`src/btc_pkg.sv`:
```
/*
  Constants for the second buck regulator's two-state configuration bank:
  register offsets, field positions, reset values, mode codes and timing.
  Assumes an 8-bit register access port driven by the serial front end.
*/
package btc_pkg;
  localparam logic [7:0] BTC_ACTIVE_OFS = 8'h28;
  localparam logic [7:0] BTC_SLEEP_OFS = 8'h29;
  localparam logic [7:0] BTC_ON_DLY_OFS = 8'h2a;
  localparam logic [7:0] BTC_OFF_DLY_OFS = 8'h2b;
  localparam logic [7:0] BTC_ACTIVE_RST = 8'h02;
  localparam logic [7:0] BTC_SLEEP_RST = 8'h02;
  localparam logic [7:0] BTC_ON_DLY_RST = 8'h03;
  localparam logic [7:0] BTC_OFF_DLY_RST = 8'h3b;
  localparam int BTC_MODE_LSB = 4;
  localparam int BTC_VCODE_LSB = 0;
  localparam int BTC_DLY_LSB = 0;
  localparam logic [1:0] BTC_AUTOMATIC_SWITCHING = 2'h0;
  localparam logic [1:0] BTC_FORCED_FIXED_SWITCHING = 2'h1;
  // Each delay code step is one millisecond
  localparam int BTC_CLK_PERIOD_PS = 5000;
  localparam int BTC_STEP_MS = 1;
  localparam logic [17:0] BTC_CYC_PER_MS =
    18'(BTC_STEP_MS * 1000000000 / BTC_CLK_PERIOD_PS);
  typedef enum logic [1:0] {BTC_IDLE, BTC_WAIT, BTC_DONE} btc_seq_t;
endpackage

```
`src/btc_bank.sv`:
```
/*
  Register bank for the second buck regulator: run and idle mode and
  voltage codes, and turn-on / turn-off delays with their sequence timer.
  Assumes a byte-wide register port from the serial front end, a preload
  strobe from the non-volatile loader, and single-cycle sequence starts.
*/
// Operation
// Run mode from bits 5:4: 00 automatic, 01 forced fixed, 1x reserved.
// Run voltage code 4 bits, 1.1 V plus 50 mV per step, resets 0010.
// Idle mode uses same encoding in its own field, resets 00.
// Idle voltage code 4 bits, same scale, resets 0010.
// On/off delays 7 bits, 1 ms per code from sequence start; reset 3, 59.
// Host never writes reserved mode codes, writes zero to unused bits.
`timescale 1ns/1ps
module btc_bank
  import btc_pkg::*;
(
  input wire logic core_clk,
  input wire logic rst_b,
  input wire logic reg_wr,
  input wire logic [7:0] reg_addr,
  input wire logic [7:0] reg_wdata,
  output logic [7:0] reg_rdata,
  input wire logic nvm_load,
  input wire logic [31:0] nvm_data,
  input wire logic sleep_state,
  input wire logic seq_up_start,
  input wire logic seq_down_start,
  output logic [1:0] regulator_two_switching_sel,
  output logic [3:0] regulator_two_voltage_code,
  output logic regulator_two_enable
);
  import btc_pkg::*;

  typedef struct packed {
    logic [7:0] act;
    logic [7:0] slp;
    logic [7:0] on_dly;
    logic [7:0] off_dly;
    logic [7:0] rdata;
    logic [1:0] sel;
    logic [3:0] vcode;
    logic en;
    logic going_up;
    logic sleep_s1;
    logic sleep_s2;
  } btc_state_t;

  btc_state_t cur_ff, nxt_cur;
  logic tmr_done;
  logic [6:0] tmr_code;
  logic tmr_start;
  logic [1:0] regulator_two_run_switching_sel;
  logic [3:0] regulator_two_run_voltage_code;
  logic [1:0] regulator_two_idle_switching_sel;
  logic [3:0] regulator_two_idle_voltage_code;
  logic [6:0] regulator_two_turn_on_wait;
  logic [6:0] regulator_two_turn_off_wait;

  assign regulator_two_run_switching_sel = cur_ff.act[BTC_MODE_LSB +: 2];
  assign regulator_two_run_voltage_code = cur_ff.act[BTC_VCODE_LSB +: 4];
  assign regulator_two_idle_switching_sel = cur_ff.slp[BTC_MODE_LSB +: 2];
  assign regulator_two_idle_voltage_code = cur_ff.slp[BTC_VCODE_LSB +: 4];
  assign regulator_two_turn_on_wait = cur_ff.on_dly[BTC_DLY_LSB +: 7];
  assign regulator_two_turn_off_wait = cur_ff.off_dly[BTC_DLY_LSB +: 7];

  assign tmr_start = seq_up_start | seq_down_start;
  assign tmr_code = seq_up_start ? regulator_two_turn_on_wait :
    (seq_down_start ? regulator_two_turn_off_wait :
    (cur_ff.going_up ? regulator_two_turn_on_wait : regulator_two_turn_off_wait));

  btc_delay_timer u_tmr (
    .core_clk(core_clk),
    .rst_b(rst_b),
    .start(tmr_start),
    .abort(tmr_start),
    .wait_code(tmr_code),
    .done(tmr_done)
  );

  always_comb begin
    nxt_cur = cur_ff;
    nxt_cur.sleep_s1 = sleep_state;
    nxt_cur.sleep_s2 = cur_ff.sleep_s1;
    // Preload first so a host write in the same cycle takes the last word
    if (nvm_load) begin
      nxt_cur.act = nvm_data[7:0];
      nxt_cur.slp = nvm_data[15:8];
      nxt_cur.on_dly = nvm_data[23:16];
      nxt_cur.off_dly = nvm_data[31:24];
    end
    // Unused bits are stored as written; the host keeps them at zero
    if (reg_wr) begin
      if (reg_addr == BTC_ACTIVE_OFS) begin
        nxt_cur.act = reg_wdata;
      end else if (reg_addr == BTC_SLEEP_OFS) begin
        nxt_cur.slp = reg_wdata;
      end else if (reg_addr == BTC_ON_DLY_OFS) begin
        nxt_cur.on_dly = reg_wdata;
      end else if (reg_addr == BTC_OFF_DLY_OFS) begin
        nxt_cur.off_dly = reg_wdata;
      end
    end
    if (reg_addr == BTC_ACTIVE_OFS) begin
      nxt_cur.rdata = cur_ff.act;
    end else if (reg_addr == BTC_SLEEP_OFS) begin
      nxt_cur.rdata = cur_ff.slp;
    end else if (reg_addr == BTC_ON_DLY_OFS) begin
      nxt_cur.rdata = cur_ff.on_dly;
    end else if (reg_addr == BTC_OFF_DLY_OFS) begin
      nxt_cur.rdata = cur_ff.off_dly;
    end else begin
      nxt_cur.rdata = 8'h00;
    end
    // State-dependent operating point, sleep level synchronised
    if (cur_ff.sleep_s2) begin
      nxt_cur.sel = regulator_two_idle_switching_sel;
      nxt_cur.vcode = regulator_two_idle_voltage_code;
    end else begin
      nxt_cur.sel = regulator_two_run_switching_sel;
      nxt_cur.vcode = regulator_two_run_voltage_code;
    end
    // Reserved modes fall back to automatic so the stage never sees them
    if (nxt_cur.sel[1]) begin
      nxt_cur.sel = BTC_AUTOMATIC_SWITCHING;
    end
    if (seq_up_start) begin
      nxt_cur.going_up = 1'b1;
    end else if (seq_down_start) begin
      nxt_cur.going_up = 1'b0;
    end
    if (tmr_done && !tmr_start) begin
      nxt_cur.en = cur_ff.going_up;
    end
  end

  always_ff @(posedge core_clk) begin
    if (!rst_b) begin
      cur_ff <= '{act: BTC_ACTIVE_RST, slp: BTC_SLEEP_RST, on_dly: BTC_ON_DLY_RST,
                  off_dly: BTC_OFF_DLY_RST, rdata: 8'h00, sel: BTC_AUTOMATIC_SWITCHING,
                  vcode: BTC_ACTIVE_RST[3:0], en: 1'b0, going_up: 1'b0,
                  sleep_s1: 1'b0, sleep_s2: 1'b0};
    end else begin
      cur_ff <= nxt_cur;
    end
  end

  assign reg_rdata = cur_ff.rdata;
  assign regulator_two_switching_sel = cur_ff.sel;
  assign regulator_two_voltage_code = cur_ff.vcode;
  assign regulator_two_enable = cur_ff.en;
endmodule

```
`src/btc_delay_timer.sv`:
```
/*
  Millisecond delay timer for one sequence step. Counts ms ticks from the
  start pulse until the programmed code is reached, then raises done.
  Assumes start is a single-cycle pulse on core_clk.
*/
`timescale 1ns/1ps
module btc_delay_timer
  import btc_pkg::*;
(
  input wire logic core_clk,
  input wire logic rst_b,
  input wire logic start,
  input wire logic abort,
  input wire logic [6:0] wait_code,
  output logic done
);
  typedef struct packed {
    btc_seq_t st;
    logic [17:0] sub;
    logic [6:0] ms;
    logic done;
  } btc_tmr_t;

  btc_tmr_t cur_ff, nxt_cur;

  always_comb begin
    nxt_cur = cur_ff;
    case (cur_ff.st)
      BTC_IDLE: begin
        nxt_cur.done = 1'b0;
        if (start) begin
          nxt_cur.st = BTC_WAIT;
          nxt_cur.sub = '0;
          nxt_cur.ms = '0;
        end
      end
      BTC_WAIT: begin
        // Code 0 ends at once, code n after n full milliseconds
        if (cur_ff.ms == wait_code) begin
          nxt_cur.st = BTC_DONE;
          nxt_cur.done = 1'b1;
        end else if (cur_ff.sub == BTC_CYC_PER_MS - 18'h1) begin
          nxt_cur.sub = '0;
          nxt_cur.ms = cur_ff.ms + 7'h1;
        end else begin
          nxt_cur.sub = cur_ff.sub + 18'h1;
        end
      end
      default: begin
        nxt_cur.done = 1'b1;
      end
    endcase
    if (abort) begin
      nxt_cur.st = BTC_IDLE;
      nxt_cur.done = 1'b0;
    end
    // Start overrides abort so a pulse on both restarts the count from any state
    if (start) begin
      nxt_cur.st = BTC_WAIT;
      nxt_cur.sub = '0;
      nxt_cur.ms = '0;
      nxt_cur.done = 1'b0;
    end
  end

  always_ff @(posedge core_clk) begin
    if (!rst_b) begin
      cur_ff <= '{st: BTC_IDLE, sub: '0, ms: '0, done: 1'b0};
    end else begin
      cur_ff <= nxt_cur;
    end
  end

  assign done = cur_ff.done;
endmodule

```
`config.mk`:
```
export PLATFORM = sky130hd
export DESIGN_NAME = btc_bank
export DESIGN_NICKNAME = d
export VERILOG_FILES = /design/src/btc_pkg.sv /design/src/btc_bank.sv /design/src/btc_delay_timer.sv
export SDC_FILE = /design/constraint.sdc
export NUM_CORES = 1
export LEC_CHECK = 0
export BUFFER_PORTS_ARGS = -buffer_cell sky130_fd_sc_hd__buf_2
export CELL_PAD_IN_SITES_DETAIL_PLACEMENT = 1
export CELL_PAD_IN_SITES_GLOBAL_PLACEMENT = 1
export CORE_MARGIN = 5
export CORE_UTILIZATION = 38
export DETAILED_ROUTE_END_ITERATION = 10
export GPL_TIMING_DRIVEN = 0
export PLACE_DENSITY = 0.85
export RECOVER_POWER = 25
export SLEW_MARGIN = 10
export SYNTH_ARGS = -nofsm -noshare
export SYNTH_HDL_FRONTEND = slang
export SYNTH_SLANG_ARGS = --single-unit
```
`constraint.sdc`:
```
create_clock -name core_clk -period 2.17 [get_ports core_clk]
set_clock_uncertainty 0.2 [all_clocks]
set_input_delay 0.217 -clock core_clk [delete_from_list [all_inputs] [get_ports core_clk]]
set_output_delay 0.217 -clock core_clk [all_outputs]
set_load 0.02 [all_outputs]
```
==> results of run 1 <==
-- worst min-delay path, stage by stage --
cell and delay, ns:
buf_2 0.08, mux2i_1 0.06, nand2_1 0.06, o21ai_0 0.07, nand2_1 0.07
-- flip-flops by register name, indices dropped and copies added (netlist names) --
signal,flops
reg_rdata,8
regulator_two_enable,1
cur_ff,35
u_tmr.done,1
regulator_two_switching_sel,1
u_tmr.cur_ff,27
regulator_two_voltage_code,4
-- per-stage QoR --
| stage | instance area [sq um] | utilization | worst slack, ns | total power [W] | std cells |
|---|---|---|---|---|---|
| global placement | 4610 | 0.444 | -0.404 | 0.00188 | 670 |
| finish | 5300 | 0.511 | -0.315 | 0.00318 | 712 |
| global route | 5300 | 0.511 | -0.411 | 0.00327 | 712 |
| floorplan | 4110 | - | -0.0346 | 0.00175 | 468 |
| CTS | 5180 | 0.500 | -0.277 | 0.00315 | 712 |
| detailed placement | 4610 | 0.444 | -0.499 | 0.00190 | 670 |
-- area by class of cell --
type | count | area, sq um | share of cell area
multi-input combinational | 338 | 2470 | 0.467
clock buffer | 10 | 128 | 0.0241
inverter | 11 | 41.3 | 0.00778
sequential | 77 | 1550 | 0.293
tap | 136 | 170 | 0.0321
timing repair buffer | 93 | 589 | 0.111
buffer | 41 | 260 | 0.0491
clock inverter | 6 | 87.6 | 0.0165
-- worst max path at each step --
stage          slack, ns                            end  cells after the start                   start
2_1_floorplan      -0.03  u_tmr.cur_ff[13]$_SDFFE_PP0P_                      8  cur_ff[2]$_SDFFE_PN0P_
3_3_place_gp       -0.40   u_tmr.cur_ff[6]$_SDFFE_PP0P_                     10          seq_down_start
3_5_place_dp       -0.50  u_tmr.cur_ff[19]$_SDFFE_PP0P_                     10          seq_down_start
4_1_cts            -0.28   u_tmr.cur_ff[6]$_SDFFE_PP0P_                      9  cur_ff[2]$_SDFFE_PN0P_
5_1_grt            -0.41   u_tmr.cur_ff[6]$_SDFFE_PP0P_                      9  cur_ff[2]$_SDFFE_PN0P_
6_report           -0.31   u_tmr.cur_ff[5]$_SDFFE_PP0P_                      9  cur_ff[2]$_SDFFE_PN0P_
-- kinds of logic after synthesis --
family          after synthesis  synth area share
flops                        77             0.379
other cells                   1          0.000923
xor+xnor                      3           0.00647
simple gates                168             0.217
buf+inv                      53            0.0677
fa+ha+maj                     2           0.00616
mux                          40             0.102
compound gates              124             0.221
-- repair_timing --
action,4_1_cts,5_1_grt
hold buffers,11,0
cloned,2,0
endpoints found under the hold margin,32,0
endpoints found under the setup margin,29,47
pin swaps,31,18
buffers inserted,13,1
gates resized for setup,34,33
-- power groups by stage --
stage | registers, W | clock network, W | logic (W)
final | 0.00150 | 0.00123 | 0.000448
after floorplan | 0.00151 | 0 | 0.000241
after detailed placement | 0.00153 | 0 | 0.000369
after CTS | 0.00150 | 0.00123 | 0.000424
after global routing | 0.00150 | 0.00129 | 0.000480
after global placement | 0.00153 | 0 | 0.000352
-- cells in the final DEF (no fill, tap or decap), drive strengths merged, types with 2 or more instances in the layout --
master	Yosys	layout
nand2b	4	4
dlygate4sd3	0	11
a31oi	2	2
and3	4	4
a21boi	3	3
nor2b	7	7
nand3	15	15
nand2	67	67
o31ai	12	12
or4	10	10
nand4b	3	3
nor2	20	20
xnor2	3	3
or3	6	6
a21oi	25	25
o41ai	2	2
dfxtp	77	77
ha	2	2
a2111oi	3	3
o211a	25	25
inv	11	11
nand4	5	5
or4b	2	2
o21ai	33	33
bufinv	0	2
nand4bb	2	2
clkinv	0	4
o211ai	6	6
clkbuf	23	40
o22ai	4	4
mux2i	40	40
and2	5	5
nor3	11	11
o221ai	2	2
buf	19	93
-- routing by layer --
layer | routed length (um) | part of all wire | up-vias
met5 | 0 | 0 | -
met4 | 408 | 0.027 | 0
met3 | 1030 | 0.068 | 43
met2 | 7450 | 0.49 | 198
met1 | 6380 | 0.42 | 2098
li1 | - | - | 1902
==> flow_summary_export.csv, run 1 <==
group,metric,value,unit
critical_path,cpMaxStageDelayCell,"or4_4",
yosys,yosys-top-cells-area,"dfxtp_1, mux2i_1, o211a_1",
power,p_comb_frac,0.141,
die,die_x,113,um
grt,grt.met3_usage,0.0584,
cts,h-tree-depth,3,
sta,period_needed,2.48,ns
yosys,yosysUniqueCellTypes,62,
cts,clk_latency,0.37,ns
power,p_sw,0.000871,W
yosys,synth_warnings,0,
yosys,mappedNetlistArea,4060,sq um
power,ir_drop,0.000299,V
status,violations,"setup timing",
drt,first_pass_iters,5,
sta,rsz0062_at_grt,"yes",
layout,syn2layout_area_growth,30.5,%
critical_path,end_kind,"flop",
status,outcome,"complete, but fails checks",
critical_path,worst-r2r-cell-count,9,
sta,hold_viol,0,
drt,drc_errors,0,
power,p_clk_frac,0.387,
die,initial_core_util,0.392,
layout,layout-drive-gt1-share,0.304,
yosys,synth.top_cell.area_share,0.379,
layout,antenna_cells,0,
worst_hold_path,holdPathStages,5,
layout,fillCellCount,1207,
power,leakagePower,2.27,nW
worst_hold_path,hold_start,"nvm_data[1]",
grt,grt_usage,0.240,
sta,setup_tns,-7.22,ns
critical_path,cp_cell_sequence,"nor2b_4 > o21ai_0 > o22ai_1 > o21ai_4 > o31ai_4 > buf_4 > buf_6 > or4_4 > a21oi_2",
job,drv_cap,0,
cts,clockBufferDepth,2,
critical_path,path_class,"flop to flop",
critical_path,crit_buf_inv,2,
drt,drtAntennaViolNets,0,
die,io_pins,70,
grt,antenna_found_initial,0,
drt,drt_iter0_drc,369,
grt,grt_pass1_wl,24300,um
yosys,yosysTopAreaCell,"dfxtp_1",
sta,setup_viol,28,
cts,path_clk_slew,0.09,ns
critical_path,slowest_delay,0.51,ns
grt,grt_pass1_vias,4539,
worst_hold_path,hp-class,"input port to flop",
grt,grt_max_degree,14,
yosys,yosysMostFrequentCell,"dfxtp_1",
yosys,synth_area_per_cell,8.68,sq um
yosys,ys_seq_area_frac,0.379,
die,core,10400,sq um
die,die_area,12900,sq um
critical_path,r2r_slack,-0.31,ns
drt,avgViaCountPerCell,5.96,
power,swShare,0.274,
sta,clock.fmax,402,MHz
yosys,synth_top_flop_cell,"dfxtp_1",
cts,cts_root_buf,"clkbuf_8",
layout,final_nets,628,
place,dpl.hpwl,9800,um
drt,wirelength,15300,um
yosys,synthesis.nets,525,
place,port_buffers,66,
power,p_int,0.00231,W
power,p_seq_frac,0.472,
yosys,async_flop_share,0,
critical_path,critPathTopFamily,"compound AO/OA/AOI/OAI gates",
sta,tightestPinTransition,0.810,ns
critical_path,critPathRequiredTime,2.27,ns
grt,met1_usage,0.298,
sta,holdWs,0.0114,ns
yosys,synthCells,468,
worst_hold_path,hold-path-endpoint,"cur_ff[43]$_SDFF_PN1_",
power,p_per_area,599,nW/um^2
grt,grt_busiest_layer,"met2",
grt,grt_overflow,0,
critical_path,crit_path_start_kind,"flop",
sta,max-slew-margin-rel,0.460,
sta,setup_slack,-0.315,ns
die,die_h,113,um
sta,slew_viol_final,0,
drt,vias,4241,
critical_path,rr_startpoint,"cur_ff[2]$_SDFFE_PN0P_",
critical_path,path_max_fanout,5,
critical_path,r2r_end,"u_tmr.cur_ff[5]$_SDFFE_PP0P_",
cts,cts_tree,"done",
drt,wire_per_inst,21.5,um
place,gp_congestion,0.895,
yosys,synth_enable_flop_cells,0,
die,rows,37,
critical_path,worstPathArrival,2.58,ns
cts,cts.sinks,77,
grt,grt_util_met2,0.403,
cts,cts_made_buffers,9,
yosys,synth_commonest_cells,"dfxtp_1, nand2_1, mux2i_1, o211a_1",
yosys,ys_seq_elements,77,
sta,fin_crit_sh,1.15,
Power figures use the tool's default switching activity.
==> inputs of run 2 (changes only) <==
--- a/config.mk
+++ b/config.mk
@@ -12,9 +12,11 @@
 export CORE_UTILIZATION = 38
 export DETAILED_ROUTE_END_ITERATION = 10
 export GPL_TIMING_DRIVEN = 0
-export PLACE_DENSITY = 0.85
+export PLACE_DENSITY = 0.83
 export RECOVER_POWER = 25
+export SETUP_SLACK_MARGIN = 0.1
 export SLEW_MARGIN = 10
 export SYNTH_ARGS = -nofsm -noshare
 export SYNTH_HDL_FRONTEND = slang
+export SYNTH_HIERARCHICAL = 1
 export SYNTH_SLANG_ARGS = --single-unit
==> run 2 against run 1 <==
Against the previous run:
- the run still ends with setup timing left
- cell area shrank 0.35%
- global-route usage shrank 4.3 points
- combinational power barely moved
- maximum frequency decreased by 0.15%
- first-iteration DRC count decreased by 67%
- via count decreased by 19%
- total power is 6.5% lower
- critical path type unchanged
- critical endpoint is now u_tmr/cur_ff[4]$_SDFFE_PP0P_
==> flow_summary_export.csv, run 2 <==
group,metric,value,unit
sta,setup_viol,45,
die,io_pins,70,
cts,path_clk_slew,0.08,ns
critical_path,slowest_delay,0.36,ns
cts,h-tree-depth,3,
sta,clock.fmax,402,MHz
layout,syn2layout_area_growth,27.2,%
layout,antenna_cells,0,
cts,cts_root_buf,"clkbuf_8",
critical_path,path_depth,10,
layout,largest-register,"cur_ff",
grt,grt_pass1_vias,3866,
yosys,synth.top_cell.area_share,0.371,
power,leakagePower,2.03,nW
sta,fin_crit_sh,1.15,
yosys,synth_warnings,6,
layout,fillCellCount,1225,
grt,grt_max_degree,13,
yosys,yosysUniqueCellTypes,55,
sta,tightestPinTransition,1.03,ns
yosys,mappedNetlistArea,4160,sq um
layout,layout-drive-gt1-share,0.375,
die,rows,38,
cts,cts_tree,"done",
yosys,yosysMostFrequentCell,"dfxtp_1",
yosys,synth_commonest_cells,"dfxtp_1, nand2_1, mux2i_1, mux2_2, nor2_1",
layout,mostFrequentLayoutCell,"dfxtp_1",
status,outcome,"complete, but fails checks",
sta,hold_viol,0,
layout,stdcell_area,5290,sq um
yosys,synth_enable_flop_cells,0,
yosys,synthesis.nets,470,
critical_path,worst-r2r-cell-count,10,
critical_path,crit_end,"u_tmr/cur_ff[4]$_SDFFE_PP0P_",
critical_path,path_max_fanout,8,
drt,drtAntennaViolNets,0,
die,die_area,13100,sq um
cts,cts.sinks,77,
sta,setup_slack,-0.318,ns
critical_path,crit_path_start_kind,"flop",
critical_path,rr_startpoint,"cur_ff[2]$_SDFFE_PN0P_",
critical_path,end_kind,"flop",
cts,clockBufferDepth,2,
sta,period_needed,2.49,ns
sta,holdWs,0.0131,ns
drt,vias,3455,
critical_path,critPathTopFamily,"compound AO/OA/AOI/OAI gates",
drt,first_pass_iters,4,
worst_hold_path,hp-class,"input port to flop",
power,ir_drop,0.000302,V
critical_path,worstPathArrival,2.53,ns
sta,rsz0062_at_grt,"yes",
yosys,ys_seq_elements,77,
grt,grt_pass1_wl,19800,um
grt,grt_overflow,0,
job,drv_cap,0,
yosys,yosys-top-cells-area,"dfxtp_1, mux2_2, mux2i_1",
critical_path,path_class,"flop to flop",
critical_path,crit_buf_inv,3,
grt,grt_usage,0.197,
place,dpl.hpwl,8650,um
critical_path,critPathRequiredTime,2.21,ns
die,die_h,115,um
place,gp_congestion,0.830,
critical_path,cpMaxStageDelayCell,"mux2_2",
drt,wire_per_inst,19.4,um
sta,max-slew-margin-rel,0.304,
drt,avgViaCountPerCell,5.26,
yosys,synth_area_per_cell,10.1,sq um
critical_path,r2r_slack,-0.32,ns
critical_path,critPathLaunch,"cur_ff[2]$_SDFFE_PN0P_",
yosys,synthCells,413,
drt,drt_iter0_drc,121,
cts,cts_made_buffers,9,
power,p_per_area,562,nW/um^2
status,violations,"setup timing",
cts,clk_latency,0.38,ns
drt,drc_errors,0,
yosys,ys_seq_area_frac,0.371,
layout,largest_reg_flops,35,
die,initial_core_util,0.385,
place,port_buffers,67,
power,finalPower,0.00297,W
sta,slew_viol_final,0,
yosys,synth_top_flop_cell,"dfxtp_1",
yosys,yosysTopAreaCell,"dfxtp_1",
grt,antenna_found_initial,0,
layout,final_cell_mix,"dfxtp_1, buf_2, nand2_1",
critical_path,cp_cell_sequence,"a21oi_4 > buf_12 > mux2_2 > xor2_2 > nor4_4 > buf_6 > clkbuf_16 > a2111oi_4 > xnor2_1 > nor2_1",
critical_path,r2r_end,"u_tmr/cur_ff[4]$_SDFFE_PP0P_",
drt,wirelength,12800,um
die,die_x,115,um
die,core,10800,sq um
place,placed_area,4730,sq um
layout,final_nets,569,
yosys,async_flop_share,0,
[run 2: final cells by class]
| type | instances | area [sq um] | area share |
|---|---|---|---|
| tap | 140 | 175 | 0.0331 |
| timing repair buffer | 88 | 551 | 0.104 |
| multi-input combinational | 295 | 2560 | 0.484 |
| inverter | 5 | 18.8 | 0.00355 |
| buffer | 36 | 264 | 0.0500 |
| clock buffer | 12 | 155 | 0.0294 |
| sequential | 77 | 1540 | 0.292 |
| clock inverter | 4 | 22.5 | 0.00426 |
[run 2: where the power goes]
| part | switching (W) | internal (W) | leakage, nW |
|---|---|---|---|
| sequential | 0.0000320 | 0.00146 | 0.629 |
| combinational | 0.000221 | 0.000225 | 1.31 |
| clock | 0.000564 | 0.000473 | 0.0921 |
| total | 0.000817 | 0.00216 | 2.03 |
[run 2: through the flow]
| stage | util | setup WS [ns] | instances | setup TNS, ns |
|---|---|---|---|---|
| 2_1_floorplan | - | -0.123 | 413 | -1.83 |
| 3_3_place_gp | 0.438 | -0.448 | 620 | -11.77 |
| 3_5_place_dp | 0.438 | -0.520 | 620 | -13.51 |
| 4_1_cts | 0.483 | -0.270 | 656 | -5.20 |
| 5_1_grt | 0.490 | -0.414 | 657 | -12.25 |
| 6_report | 0.490 | -0.318 | 657 | -7.93 |
[run 2: per-layer routing]
layer | routed length [um] | track usage
met1 | 5070 | 0.212
met2 | 6820 | 0.367
met3 | 538 | 0.0344
met4 | 335 | 0.0934
met5 | 0 | 0
[run 2: how the worst min path moves through the flow]
stage | slack, ns | from | to | cells past startpoint
global route | 0.04 | nvm_data[17] | cur_ff[27]$_SDFF_PN1_ | 4
detailed placement | 0.22 | cur_ff[1]$_SDFF_PN0_ | cur_ff[0]$_SDFF_PN0_ | 1
floorplan | 0.13 | rst_b | u_tmr/cur_ff[26]$_SDFFE_PN0P_ | 1
global placement | 0.22 | cur_ff[1]$_SDFF_PN0_ | cur_ff[0]$_SDFF_PN0_ | 1
finish | 0.01 | nvm_data[17] | cur_ff[27]$_SDFF_PN1_ | 4
CTS | 0.001 | nvm_data[1] | cur_ff[43]$_SDFF_PN1_ | 4
[run 2: cell families after synthesis]
| group | count (synthesis) | synth area share |
|---|---|---|
| buf+inv | 41 | 0.0614 |
| other cells | 1 | 0.000902 |
| compound gates | 35 | 0.0695 |
| fa+ha+maj | 2 | 0.00602 |
| flops | 77 | 0.371 |
| mux | 86 | 0.244 |
| simple gates | 145 | 0.193 |
| xor+xnor | 26 | 0.0548 |
[run 2: what timing repair did]
item,CTS,global route
hold endpoints to repair,28,0
pin swaps,6,10
gates cloned,2,1
setup endpoints to repair,28,32
resized for setup,24,18
buffers inserted,5,0
hold buffers,13,0
[run 2: worst reg2reg max path, stage by stage, from the launching register on]
cell       delay [ns]
dfxtp_2          0.34
a21oi_4          0.16
buf_12           0.15
mux2_2           0.36
xor2_2           0.18
nor4_4           0.07
buf_6            0.15
clkbuf_16        0.16
a2111oi_4        0.36
xnor2_1          0.17
nor2_1           0.06
==> inputs of run 3 (changes only) <==
--- a/config.mk
+++ b/config.mk
@@ -8,12 +8,10 @@
 export BUFFER_PORTS_ARGS = -buffer_cell sky130_fd_sc_hd__buf_2
 export CELL_PAD_IN_SITES_DETAIL_PLACEMENT = 1
 export CELL_PAD_IN_SITES_GLOBAL_PLACEMENT = 1
-export CORE_MARGIN = 5
 export CORE_UTILIZATION = 38
 export DETAILED_ROUTE_END_ITERATION = 10
 export GPL_TIMING_DRIVEN = 0
 export PLACE_DENSITY = 0.83
-export RECOVER_POWER = 25
 export SETUP_SLACK_MARGIN = 0.1
 export SLEW_MARGIN = 10
 export SYNTH_ARGS = -nofsm -noshare
==> run 3 against run 2 <==
Against the previous run:
- the run still ends with setup timing left
- die area is 13% lower
- critical path depth rose by 1
- final cell count up 0.15%
- global-route usage up 2.0 points
- via count down 0.78%
- critical endpoint is now u_tmr/cur_ff[18]$_SDFFE_PP0P_
- core utilization is 2.2 points higher
- clock power down 4%
- count of clock-buffer cells in the layout decreased by 2
==> flow_summary_export.csv, run 3 (synthesis gave the netlist of run 2 again) <==
group,metric,value,unit
status,outcome,"complete, but fails checks",
status,violations,"setup timing",
critical_path,slowest_delay,0.34,ns
layout,mostFrequentLayoutCell,"dfxtp_1",
die,die_x,107,um
power,p_clk_frac,0.339,
critical_path,worst-r2r-cell-count,11,
sta,setup_slack,-0.345,ns
power,p_comb_frac,0.155,
critical_path,r2r_end,"u_tmr/cur_ff[18]$_SDFFE_PP0P_",
sta,hold_viol,0,
power,p_int,0.00214,W
die,die_h,107,um
drt,drc_errors,0,
worst_hold_path,hp-class,"input port to flop",
drt,drtAntennaViolNets,0,
layout,layout-drive-gt1-share,0.395,
critical_path,cpMaxStageDelayCell,"dfxtp_2",
drt,highest_layer,"met4",
critical_path,path_depth,11,
die,initial_core_util,0.397,
place,port_buffers,67,
critical_path,rr_startpoint,"cur_ff[2]$_SDFFE_PN0P_",
power,p_seq_frac,0.506,
layout,syn2layout_area_growth,28.7,%
drt,wirelength,12100,um
die,rows,37,
sta,slew_viol_final,0,
drt,wl_met1,5040,um
critical_path,crit_path_start_kind,"flop",
power,swShare,0.275,
power,p_per_area,550,nW/um^2
cts,clockBufferDepth,2,
sta,fin_crit_sh,1.16,
critical_path,path_max_fanout,8,
place,pre_cts_ws,-0.493,ns
cts,clk_latency,0.38,ns
sta,rsz0062_at_grt,"yes",
power,finalPower,0.00295,W
drt,routed-wl-met3,639,um
critical_path,crit_end,"u_tmr/cur_ff[18]$_SDFFE_PP0P_",
die,core,10500,sq um
die,die_area,11400,sq um
cts,h-tree-depth,3,
place,dpl.hpwl,8140,um
layout,fillCellCount,1175,
power,leakagePower,2.13,nW
grt,grt_pass1_vias,3557,
cts,path_clk_slew,0.09,ns
critical_path,critPathTopFamily,"buffers and inverters",
critical_path,cp_cell_sequence,"a21oi_4 > buf_12 > mux2_4 > xor2_1 > nor3_2 > buf_4 > buf_6 > a211oi_4 > nand2b_4 > buf_8 > nor2_4",
critical_path,worstPathArrival,2.57,ns
grt,grt_max_degree,14,
grt,grt_pass1_wl,18900,um
critical_path,critPathLaunch,"cur_ff[2]$_SDFFE_PN0P_",
power,p_sw,0.000809,W
power,ir_drop,0.000419,V
layout,largest-register,"cur_ff",
drt,first_pass_iters,4,
cts,cts_made_buffers,9,
cts,cts.sinks,77,
job,drv_cap,0,
drt,wire_per_inst,18.3,um
place,gp_congestion,0.835,
grt,antenna_found_initial,0,
critical_path,path_class,"flop to flop",
drt,vias,3428,
die,io_pins,70,
layout,largest_reg_flops,35,
sta,clock.fmax,398,MHz
layout,final_cell_mix,"dfxtp_1, buf_2, nand2_1",
cts,cts_tree,"done",
sta,period_needed,2.52,ns
layout,final_nets,574,
drt,avgViaCountPerCell,5.21,
drt,drt_iter0_drc,82,
critical_path,r2r_slack,-0.35,ns
layout,antenna_cells,0,
critical_path,crit_buf_inv,4,
critical_path,end_kind,"flop",
sta,setup_viol,28,
critical_path,critPathRequiredTime,2.22,ns
sta,tightestPinTransition,1.11,ns
grt,grt_usage,0.217,
sta,max-slew-margin-rel,0.248,
cts,cts_root_buf,"clkbuf_8",
grt,grt_overflow,0,
drt,dr_wl_met2,6110,um
## run 3: per-layer routing
metal,global-route usage,vias up
li1,-,1646
met1,0.258,1652
met2,0.382,104
met3,0.0480,26
met4,0.0793,0
met5,0,-
## run 3: per-stage QoR
stage	cell area (sq um)	utilization	instances	TNS [ns]	hold WS, ns
floorplan	4220	-	413	-1.83	0.134
global route	5350	0.511	658	-9.60	0.0282
global placement	4720	0.452	616	-11.40	0.217
CTS	5230	0.500	655	-5.80	0.00801
finish	5350	0.511	658	-7.79	0.0246
detailed placement	4720	0.452	616	-13.07	0.225
## run 3: worst min path at each step
stage	startpoint	endpoint	slack, ns	cells after the start
2_1_floorplan	rst_b	u_tmr/cur_ff[26]$_SDFFE_PN0P_	0.13	1
3_3_place_gp	cur_ff[1]$_SDFF_PN0_	cur_ff[0]$_SDFF_PN0_	0.22	1
3_5_place_dp	cur_ff[1]$_SDFF_PN0_	cur_ff[0]$_SDFF_PN0_	0.22	1
4_1_cts	nvm_data[29]	cur_ff[23]$_SDFF_PN1_	0.008	4
5_1_grt	nvm_data[27]	cur_ff[21]$_SDFF_PN1_	0.03	4
6_report	nvm_data[24]	cur_ff[18]$_SDFF_PN1_	0.02	4
## run 3: timing repair
item / in CTS / in global routing
setup endpoints to repair: 28 / 33
hold buffers: 15 / 0
setup buffers: 6 / 3
pin swaps: 15 / 4
gates resized for setup: 20 / 22
gates cloned: 2 / 0
hold endpoints to repair: 31 / 0
## run 3: final cells by class
class	instances	area [sq um]	area share
Buffer	36	263	0.0491
Clock buffer	10	138	0.0257
Clock inverter	6	38.8	0.00725
Inverter	5	18.8	0.00351
Multi-Input combinational cell	295	2560	0.479
Sequential cell	77	1540	0.288
Tap cell	136	170	0.0318
Timing Repair Buffer	93	619	0.116
## run 3: worst min-delay path, cell delays in order
cell and delay, ns:
buf_2 0.09, mux2i_1 0.06, nand2_1 0.07, mux2_2 0.14
## run 3: power by group through the flow
stage	Sequential, W	Clock [W]	Combinational, W
after floorplan	0.00151	0	0.000260
after global placement	0.00152	0	0.000366
after detailed placement	0.00152	0	0.000379
after CTS	0.00149	0.00103	0.000432
after global routing	0.00150	0.00108	0.000491
final	0.00149	0.000999	0.000456
